### config.mk
export PLATFORM = sky130hd
export DESIGN_NAME = bus_serial_port_board
export DESIGN_NICKNAME = d
export VERILOG_FILES = /design/src/design/serial_port_pkg.sv /design/src/design/bus_serial_port_board.sv
export VERILOG_INCLUDE_DIRS = /design/src /design/src/design
export SDC_FILE = /design/constraint.sdc
export NUM_CORES = 1
export LEC_CHECK = 0
export BUFFER_PORTS_ARGS = -buffer_cell sky130_fd_sc_hd__buf_2
export CORE_UTILIZATION = 56
export DETAILED_ROUTE_END_ITERATION = 10
export PLACE_DENSITY = 0.84
export SLEW_MARGIN = 20
export SYNTH_ARGS = -nofsm -noshare
export SYNTH_HDL_FRONTEND = slang
export SYNTH_HIERARCHICAL = 1
export SYNTH_SLANG_ARGS = --single-unit
### constraint.sdc
create_clock -name clk -period 2.7 [get_ports clk]
set_input_delay 0.54 -clock clk [delete_from_list [all_inputs] [get_ports clk]]
set_output_delay 0.54 -clock clk [all_outputs]
set_load 0.005 [all_outputs]
### src/design/serial_port_regs.svh
// Purpose: Address, field, reset and timing constants of the serial port
// Assumes: One 100 MHz clock
// Notes: Bit times in ns, cycle counts derived in the top module
`ifndef SERIAL_PORT_REGS_SVH
`define SERIAL_PORT_REGS_SVH
`define ADDR_CTRL 1'b0
`define ADDR_DATA 1'b1
`define CTRL_RX_IE 0
`define CTRL_TX_IE 1
`define CTRL_DATA8 2
`define CTRL_PAR_EN 3
`define CTRL_PAR_ODD 4
`define CTRL_STOP2 5
`define CTRL_PROG_LO 6
`define CTRL_PROG_HI 7
`define CTRL_RESET 8'h00
`define RDATA_RESET 8'hff
`define CLK_NS 10
`define BIT_NS_37_5 26666667
`define BIT_NS_75 13333333
`define BIT_NS_110 9090909
`define BIT_NS_150 6666667
`define BIT_NS_300 3333333
`define BIT_NS_600 1666667
`define BIT_NS_1200 833333
`define BIT_NS_1800 555556
`define BIT_NS_2400 416667
`define BIT_NS_4800 208333
`define BIT_NS_9600 104167
`endif

### src/design/serial_port_pkg.sv
// Purpose: Types shared by the serial port design
// Assumes: Nothing
// Notes: One-hot state codes
package serial_port_pkg;
    typedef enum logic [4:0] {
        TX_IDLE = 5'h01, TX_START = 5'h02, TX_DATA = 5'h04, TX_PAR = 5'h08, TX_STOP = 5'h10
    } tx_state_t;
    typedef enum logic [4:0] {
        RX_IDLE = 5'h01, RX_START = 5'h02, RX_DATA = 5'h04, RX_PAR = 5'h08, RX_STOP = 5'h10
    } rx_state_t;
endpackage

### src/design/bus_serial_port_board.sv
// Purpose: One asynchronous serial port on an 8-bit host I/O bus
// Assumes: Host strobes are synchronous to clk; line pins are not
// Notes: Instantiate twice for the dual variant
`timescale 1ns/100ps
`include "serial_port_regs.svh"

module serial_fifo #(
    parameter int WIDTH = 8,
    parameter int DEPTH = 8
) (
    // Clock and reset
    input wire logic clk,
    input wire logic nrst,
    // Fill side
    input wire logic in_valid,
    output logic in_ready,
    input wire logic [WIDTH-1:0] in_data,
    // Drain side
    output logic out_valid,
    input wire logic out_ready,
    output logic [WIDTH-1:0] out_data
);
    localparam int AW = $clog2(DEPTH);
    logic [WIDTH-1:0] mem [DEPTH];
    logic [AW-1:0] wp, rp, next_wp, next_rp;
    logic [AW:0] cnt, next_cnt;
    logic push, pop;
    always_comb begin
        in_ready = (cnt != (AW+1)'(DEPTH));
        out_valid = (cnt != '0);
        out_data = mem[rp];
        push = in_valid && in_ready;
        pop = out_valid && out_ready;
        next_wp = push ? ((wp == AW'(DEPTH-1)) ? '0 : wp + 1'b1) : wp;
        next_rp = pop ? ((rp == AW'(DEPTH-1)) ? '0 : rp + 1'b1) : rp;
        next_cnt = cnt + (AW+1)'(push) - (AW+1)'(pop);
    end
    always_ff @(posedge clk or negedge nrst) begin
        if (!nrst) begin
            wp <= '0;
            rp <= '0;
            cnt <= '0;
        end else begin
            wp <= next_wp;
            rp <= next_rp;
            cnt <= next_cnt;
        end
    end
    always_ff @(posedge clk) begin
        if (push) begin
            mem[wp] <= in_data;
        end
    end
endmodule // serial_fifo

module bus_serial_port_board
    import serial_port_pkg::*;
#(
    parameter int BIT_CYC_37_5 = `BIT_NS_37_5 / `CLK_NS,
    parameter int BIT_CYC_75 = `BIT_NS_75 / `CLK_NS,
    parameter int BIT_CYC_110 = `BIT_NS_110 / `CLK_NS,
    parameter int BIT_CYC_150 = `BIT_NS_150 / `CLK_NS,
    parameter int BIT_CYC_300 = `BIT_NS_300 / `CLK_NS,
    parameter int BIT_CYC_600 = `BIT_NS_600 / `CLK_NS,
    parameter int BIT_CYC_1200 = `BIT_NS_1200 / `CLK_NS,
    parameter int BIT_CYC_1800 = `BIT_NS_1800 / `CLK_NS,
    parameter int BIT_CYC_2400 = `BIT_NS_2400 / `CLK_NS,
    parameter int BIT_CYC_4800 = `BIT_NS_4800 / `CLK_NS,
    parameter int BIT_CYC_9600 = `BIT_NS_9600 / `CLK_NS,
    parameter int FIFO_DEPTH = 8
) (
    // Clock and reset
    input wire logic clk,
    input wire logic nrst,
    // Host I/O bus
    input wire logic sel,
    input wire logic a0,
    input wire logic rd,
    input wire logic wr,
    input wire logic [7:0] wdata,
    output logic [7:0] rdata,
    // Serial line
    output logic txd,
    input wire logic rxd,
    input wire logic dcd,
    input wire logic cts,
    output logic rts,
    // Straps and interrupt
    input wire logic [2:0] baud_jumper,
    input wire logic rx_interrupt_pad,
    input wire logic tx_interrupt_pad,
    input wire logic both_direction_interrupt_pad,
    output logic irq
);
    logic [8:0] sync1, sync2;
    logic rxd_s, dcd_s, cts_s, strap_rx, strap_tx, strap_both;
    logic [2:0] jump_s;
    logic [7:0] ctrl, next_ctrl, next_rdata;
    logic [23:0] bit_cyc;
    logic fifo_in_ready, fifo_out_valid, fifo_out_ready;
    logic [7:0] fifo_out_data;
    tx_state_t tx_state, next_tx_state;
    logic [23:0] tx_cnt, next_tx_cnt;
    logic [7:0] tx_sh, next_tx_sh;
    logic [2:0] tx_bit, next_tx_bit;
    logic tx_par, next_tx_par, tx_stop2, next_tx_stop2, next_txd;
    rx_state_t rx_state, next_rx_state;
    logic [23:0] rx_cnt, next_rx_cnt;
    logic [7:0] rx_sh, next_rx_sh, rx_buf, next_rx_buf;
    logic [2:0] rx_bit, next_rx_bit;
    logic rx_par, next_rx_par, rx_perr, next_rx_perr, rx_done;
    logic rx_avail, next_rx_avail, ovr, next_ovr, ferr, next_ferr, perr, next_perr;
    logic irq_pend, rd_data, wr_data, wr_ctrl;
    logic [7:0] status;

    // Line pins and straps pass two flip-flops
    always_ff @(posedge clk or negedge nrst) begin
        if (!nrst) begin
            sync1 <= 9'h1ff;
            sync2 <= 9'h1ff;
        end else begin
            sync1 <= {baud_jumper, both_direction_interrupt_pad, tx_interrupt_pad,
                      rx_interrupt_pad, cts, dcd, rxd};
            sync2 <= sync1;
        end
    end
    assign {jump_s, strap_both, strap_tx, strap_rx, cts_s, dcd_s, rxd_s} = sync2;

    // Bit time from jumper or programmable divider
    always_comb begin
        unique case ({ctrl[`CTRL_PROG_HI], ctrl[`CTRL_PROG_LO]})
            2'b01: bit_cyc = 24'(BIT_CYC_600);
            2'b10: bit_cyc = 24'(BIT_CYC_75);
            2'b11: bit_cyc = 24'(BIT_CYC_37_5);
            default: begin
                unique case (jump_s)
                    3'h0: bit_cyc = 24'(BIT_CYC_110);
                    3'h1: bit_cyc = 24'(BIT_CYC_150);
                    3'h2: bit_cyc = 24'(BIT_CYC_300);
                    3'h3: bit_cyc = 24'(BIT_CYC_1200);
                    3'h4: bit_cyc = 24'(BIT_CYC_1800);
                    3'h5: bit_cyc = 24'(BIT_CYC_2400);
                    3'h6: bit_cyc = 24'(BIT_CYC_4800);
                    default: bit_cyc = 24'(BIT_CYC_9600);
                endcase
            end
        endcase
    end

    // Host decode: even address control/status, odd address data
    assign rd_data = sel && rd && (a0 == `ADDR_DATA);
    assign wr_data = sel && wr && (a0 == `ADDR_DATA);
    assign wr_ctrl = sel && wr && (a0 == `ADDR_CTRL);

    serial_fifo #(.WIDTH(8), .DEPTH(FIFO_DEPTH)) tx_fifo (
        .clk(clk),
        .nrst(nrst),
        .in_valid(wr_data),
        .in_ready(fifo_in_ready),
        .in_data(wdata),
        .out_valid(fifo_out_valid),
        .out_ready(fifo_out_ready),
        .out_data(fifo_out_data)
    );

    // Transmitter
    always_comb begin
        next_tx_state = tx_state;
        next_tx_cnt = (tx_cnt == '0) ? bit_cyc - 24'h1 : tx_cnt - 24'h1;
        next_tx_sh = tx_sh;
        next_tx_bit = tx_bit;
        next_tx_par = tx_par;
        next_tx_stop2 = tx_stop2;
        next_txd = txd;
        fifo_out_ready = 1'b0;
        unique case (tx_state)
            TX_IDLE: begin
                next_tx_cnt = bit_cyc - 24'h1;
                next_txd = 1'b1;
                if (fifo_out_valid) begin
                    fifo_out_ready = 1'b1;
                    next_tx_sh = fifo_out_data;
                    next_tx_par = ^{ctrl[`CTRL_DATA8] & fifo_out_data[7], fifo_out_data[6:0]}
                                  ^ ctrl[`CTRL_PAR_ODD];
                    next_tx_stop2 = ctrl[`CTRL_STOP2];
                    next_txd = 1'b0;
                    next_tx_state = TX_START;
                end
            end
            TX_START: begin
                if (tx_cnt == '0) begin
                    next_txd = tx_sh[0];
                    next_tx_bit = '0;
                    next_tx_state = TX_DATA;
                end
            end
            TX_DATA: begin
                if (tx_cnt == '0) begin
                    next_tx_sh = {1'b0, tx_sh[7:1]};
                    next_tx_bit = tx_bit + 3'h1;
                    next_txd = tx_sh[1];
                    if (tx_bit == (ctrl[`CTRL_DATA8] ? 3'h7 : 3'h6)) begin
                        next_txd = ctrl[`CTRL_PAR_EN] ? tx_par : 1'b1;
                        next_tx_state = ctrl[`CTRL_PAR_EN] ? TX_PAR : TX_STOP;
                    end
                end
            end
            TX_PAR: begin
                if (tx_cnt == '0) begin
                    next_txd = 1'b1;
                    next_tx_state = TX_STOP;
                end
            end
            TX_STOP: begin
                if (tx_cnt == '0) begin
                    next_tx_stop2 = 1'b0;
                    next_tx_state = tx_stop2 ? TX_STOP : TX_IDLE;
                end
            end
        endcase
    end
    always_ff @(posedge clk or negedge nrst) begin
        if (!nrst) begin
            tx_state <= TX_IDLE;
            tx_cnt <= '0;
            tx_sh <= '0;
            tx_bit <= '0;
            tx_par <= 1'b0;
            tx_stop2 <= 1'b0;
            txd <= 1'b1;
        end else begin
            tx_state <= next_tx_state;
            tx_cnt <= next_tx_cnt;
            tx_sh <= next_tx_sh;
            tx_bit <= next_tx_bit;
            tx_par <= next_tx_par;
            tx_stop2 <= next_tx_stop2;
            txd <= next_txd;
        end
    end

    // Receiver, sampling mid-bit
    always_comb begin
        next_rx_state = rx_state;
        next_rx_cnt = (rx_cnt == '0) ? bit_cyc - 24'h1 : rx_cnt - 24'h1;
        next_rx_sh = rx_sh;
        next_rx_bit = rx_bit;
        next_rx_par = rx_par;
        next_rx_perr = rx_perr;
        rx_done = 1'b0;
        unique case (rx_state)
            RX_IDLE: begin
                next_rx_cnt = {1'b0, bit_cyc[23:1]};
                if (!rxd_s) begin
                    next_rx_state = RX_START;
                end
            end
            RX_START: begin
                if (rx_cnt == '0) begin
                    next_rx_bit = '0;
                    next_rx_par = 1'b0;
                    next_rx_perr = 1'b0;
                    next_rx_state = rxd_s ? RX_IDLE : RX_DATA;
                end
            end
            RX_DATA: begin
                if (rx_cnt == '0) begin
                    next_rx_sh = {rxd_s, rx_sh[7:1]};
                    next_rx_par = rx_par ^ rxd_s;
                    next_rx_bit = rx_bit + 3'h1;
                    if (rx_bit == (ctrl[`CTRL_DATA8] ? 3'h7 : 3'h6)) begin
                        next_rx_state = ctrl[`CTRL_PAR_EN] ? RX_PAR : RX_STOP;
                    end
                end
            end
            RX_PAR: begin
                if (rx_cnt == '0) begin
                    next_rx_perr = (rx_par ^ rxd_s) != ctrl[`CTRL_PAR_ODD];
                    next_rx_state = RX_STOP;
                end
            end
            RX_STOP: begin
                if (rx_cnt == '0) begin
                    rx_done = 1'b1;
                    next_rx_state = RX_IDLE;
                end
            end
        endcase
    end
    always_ff @(posedge clk or negedge nrst) begin
        if (!nrst) begin
            rx_state <= RX_IDLE;
            rx_cnt <= '0;
            rx_sh <= '0;
            rx_bit <= '0;
            rx_par <= 1'b0;
            rx_perr <= 1'b0;
        end else begin
            rx_state <= next_rx_state;
            rx_cnt <= next_rx_cnt;
            rx_sh <= next_rx_sh;
            rx_bit <= next_rx_bit;
            rx_par <= next_rx_par;
            rx_perr <= next_rx_perr;
        end
    end

    // Host-visible registers; a new character wins over a clearing read
    always_comb begin
        next_ctrl = wr_ctrl ? wdata : ctrl;
        next_rx_avail = rd_data ? 1'b0 : rx_avail;
        next_ovr = rd_data ? 1'b0 : ovr;
        next_ferr = rd_data ? 1'b0 : ferr;
        next_perr = rd_data ? 1'b0 : perr;
        next_rx_buf = rx_buf;
        if (rx_done) begin
            next_rx_avail = 1'b1;
            next_ovr = rx_avail && !rd_data;
            next_ferr = !rxd_s;
            next_perr = rx_perr;
            next_rx_buf = ctrl[`CTRL_DATA8] ? rx_sh : {1'b0, rx_sh[7:1]};
        end
        irq_pend = (ctrl[`CTRL_RX_IE] && rx_avail && (strap_rx || strap_both))
                 || (ctrl[`CTRL_TX_IE] && !fifo_out_valid && (strap_tx || strap_both));
        status = {!fifo_in_ready, irq_pend, cts_s, dcd_s, perr, ovr, ferr, !rx_avail};
        next_rdata = rdata;
        if (sel && rd) begin
            next_rdata = a0 ? rx_buf : status;
        end
    end
    always_ff @(posedge clk or negedge nrst) begin
        if (!nrst) begin
            ctrl <= `CTRL_RESET;
            rx_avail <= 1'b0;
            ovr <= 1'b0;
            ferr <= 1'b0;
            perr <= 1'b0;
            rx_buf <= '0;
            rdata <= `RDATA_RESET;
            irq <= 1'b0;
            rts <= 1'b0;
        end else begin
            ctrl <= next_ctrl;
            rx_avail <= next_rx_avail;
            ovr <= next_ovr;
            ferr <= next_ferr;
            perr <= next_perr;
            rx_buf <= next_rx_buf;
            rdata <= next_rdata;
            irq <= irq_pend;
            rts <= 1'b1;
        end
    end
endmodule // bus_serial_port_board

==> metrics.txt <==
status finished with violations; failing checks hold timing; count of unique library cells instantiated by Yosys 71; WHS -0.00106 ns; Port-buffer cells 33; VDD IR max 0.000596 V; Global Route Usage Sum 0.270; Post-synth ARST share 0.691; Yosys top cell by area dfrtp_1; CTS max path bufs 3; Max Clk Rate 0.377 GHz; Layout Nets 1014; maximum number of pins on one net before global-route repair 62; final WL 24500 um; fraction of layout cells with a size suffix above 1 0.217; Num CTS Buffers 21; vias in the first global route 7565; H-Tree Depth 1; area post-placement 0.0110 sq mm; Clock Skews 0.00787 ns; Worst-Skew Late Latency 0.51 ns; initial antenna violation count 0; layout filler cell count 1242; power per cell area 709 mW/mm^2; vias per inst 6.26; design area 0.0117 sq mm; top cell type's share of synthesized area 0.278; Required @ worst endpoint 3.09 ns; Post-synth EDFFs 64; crit path max fanout 6; drt first pass iters 5; worst path bufs/invs 4; Setup crit end kind register; Post-Syn Area 0.0103 sq mm; Clock Tree Root clkbuf_16; final worst-path cycle share 0.981; Final TNS setup 0 ns; crit-path cells inv_1 > ha_1 > or3b_4 > nand4b_1 > inv_1 > nand2_1 > inv_1 > ha_1 > inv_1 > ha_1 > fa_1 > xor2_1; Final setup violation count 0; CTS tree built; predominant post-synthesis flop cell dfrtp_1; top post-synthesis cells by count 114 x dfrtp_1, 80 x nand2_1, 66 x nor2_1; Slowest cell on crit path fa_1; Congestion Overflow GR 0; antenna-violating nets left 0; Final Slew Violations 0; final worst path period need 2.65 ns; crit-path leading delay family adder cells; post-cts hold buffer count 0; most frequent CP cell inv_1; core footprint 0.0180 sq mm; Starting DRT DRC Count 656; die width 137 um; first-pass GRT wire length 39100 um; clock sinks 207; Synthesis Warnings 6; Syn Nets 945; Die ar. 0.0189 sq mm; Synth Area per Inst 11.4 sq um; Max-Slew Margin vs Limit 0.412; Arr. time, crit path 3.04 ns; gp weighted congestion 0.977; max cap viols 0; Initial Util 0.572; antenna diode count 0; top cells by area, synth dfrtp_1 28%, edfxtp_1 19%, dfstp_2 7.4%, xnor2_1 3.0%, nand2_1 2.9%; Worst setup SP type register; final hold violation count 1; P_leak 4.80 nW; Reg clk slew, reported paths 0.06 ns; vias 7576; Crit Path Class register to register; Cell Count, Final, Fillers Out 1211; Layout Utilization 0.653; Post-Place Cells 1172; Die Ht 137 um; Slowest Stage Delay on Critical Path 0.43 ns; wire per inst 20.2 um; Rows 49; Seq cells post-synth 207; hpwl dp 15800 um; Layout area overhead 14.1%; Worst Hold Class input pin to asynchronous set/reset pin; sequential area share after synthesis 0.539; IO Pins 34; top-count cell post-synth dfrtp_1; Worst Max-Slew Pin Slew 0.878 ns; DRC Markers 0; Mapped Cells 899
sequential cells by signal, indices dropped and copies added (netlist names), 5 cells and up:
signal	flops
ctrl	8
rdata	8
rx_buf	8
rx_cnt	24
rx_sh	8
rx_state	5
sync1	9
sync2	9
tx_cnt	24
tx_fifo/mem	64
tx_sh	8
tx_state	5
layer usage:
| layer | share of wire | global-route usage | vias up |
|---|---|---|---|
| met5 | 0 | 0 | - |
| met4 | 0.036 | 0.115 | 0 |
| met3 | 0.067 | 0.0427 | 63 |
| met2 | 0.48 | 0.446 | 330 |
| met1 | 0.41 | 0.354 | 3760 |
| li1 | - | - | 3423 |
cells by family (layout without fill, tap and decap cells):
family          Yosys count  after routing  synth area share
mux                      77             77             0.105
other cells               1              1          0.000365
buf+inv                  67            149            0.0281
flops                   207            207             0.539
compound gates          175            175             0.107
xor+xnor                 54             54            0.0460
fa+ha+maj                23             23            0.0287
simple gates            295            296             0.146
through the flow:
stage               setup slack [ns]  power, W
floorplan                     0.0825   0.00467
global placement               0.133   0.00509
detailed placement          -0.00722   0.00517
CTS                           0.0231   0.00829
global route                 -0.0142   0.00862
finish                        0.0502   0.00831
worst reg2reg max path: stages, from the launching register on:
cell,delay (ns)
dfrtp_1,0.36
inv_1,0.11
ha_1,0.16
or3b_4,0.42
nand4b_1,0.15
inv_1,0.08
nand2_1,0.08
inv_1,0.06
ha_1,0.27
inv_1,0.04
ha_1,0.21
fa_1,0.43
xor2_1,0.18
area by class of cell:
class	instances	area, sq um	share of cell area
clock buffer	26	564	0.0481
clock inverter	11	165	0.0141
inverter	23	86.3	0.00736
multi-input combinational	626	4470	0.381
sequential	207	5540	0.472
tap	229	287	0.0244
timing repair buffer	89	617	0.0526
placed cells by master, fill, tap and decap left out, drive strengths merged, types with 4 or more instances in the layout:
cell and n:
a21o 10, a21oi 36, a221oi 5, a31oi 18
and3 6, buf 89, bufinv 4, clkbuf 26
dfrtp 114, dfstp 29, edfxtp 64, ha 22
inv 24, mux2 35, mux2i 26, mux4 16
nand2 81, nand2b 19, nand3 18, nand3b 6
nor2 68, nor2b 10, nor3 27, nor3b 5
nor4 14, nor4b 4, o211ai 4, o21ai 58
o22ai 12, o31ai 8, or2 5, or3 11
or4 7, xnor2 35, xor2 19
where the power goes:
group	switching (W)	internal (W)
clock	0.00123	0.00187
combinational	0.000775	0.000598
sequential	0.000299	0.00354
total	0.00230	0.00601
final timing paths:
check                                     from              to  slack, ns  cells after the start
worst max-delay path            tx_fifo/cnt[2]  tx_fifo/cnt[2]       0.05                     12
worst min-delay path                      nrst        rx_sh[4]     -0.001                      1
worst max register to register  tx_fifo/cnt[2]  tx_fifo/cnt[2]       0.05                     12
worst min register to register        sync1[7]        sync2[7]       0.35                      0
max in group asynchronous                 nrst        sync1[6]       1.99                      2
min in group clk                           rxd        sync1[0]       0.13                      1
timing repair:
action | CTS | global route
cloned | 0 | 1
resized for setup | 1 | 4
pin swaps | 0 | 1
setup endpoints to repair | 1 | 18
setup buffers | 0 | 1
No activity file was read; power rests on OpenSTA's default activity.
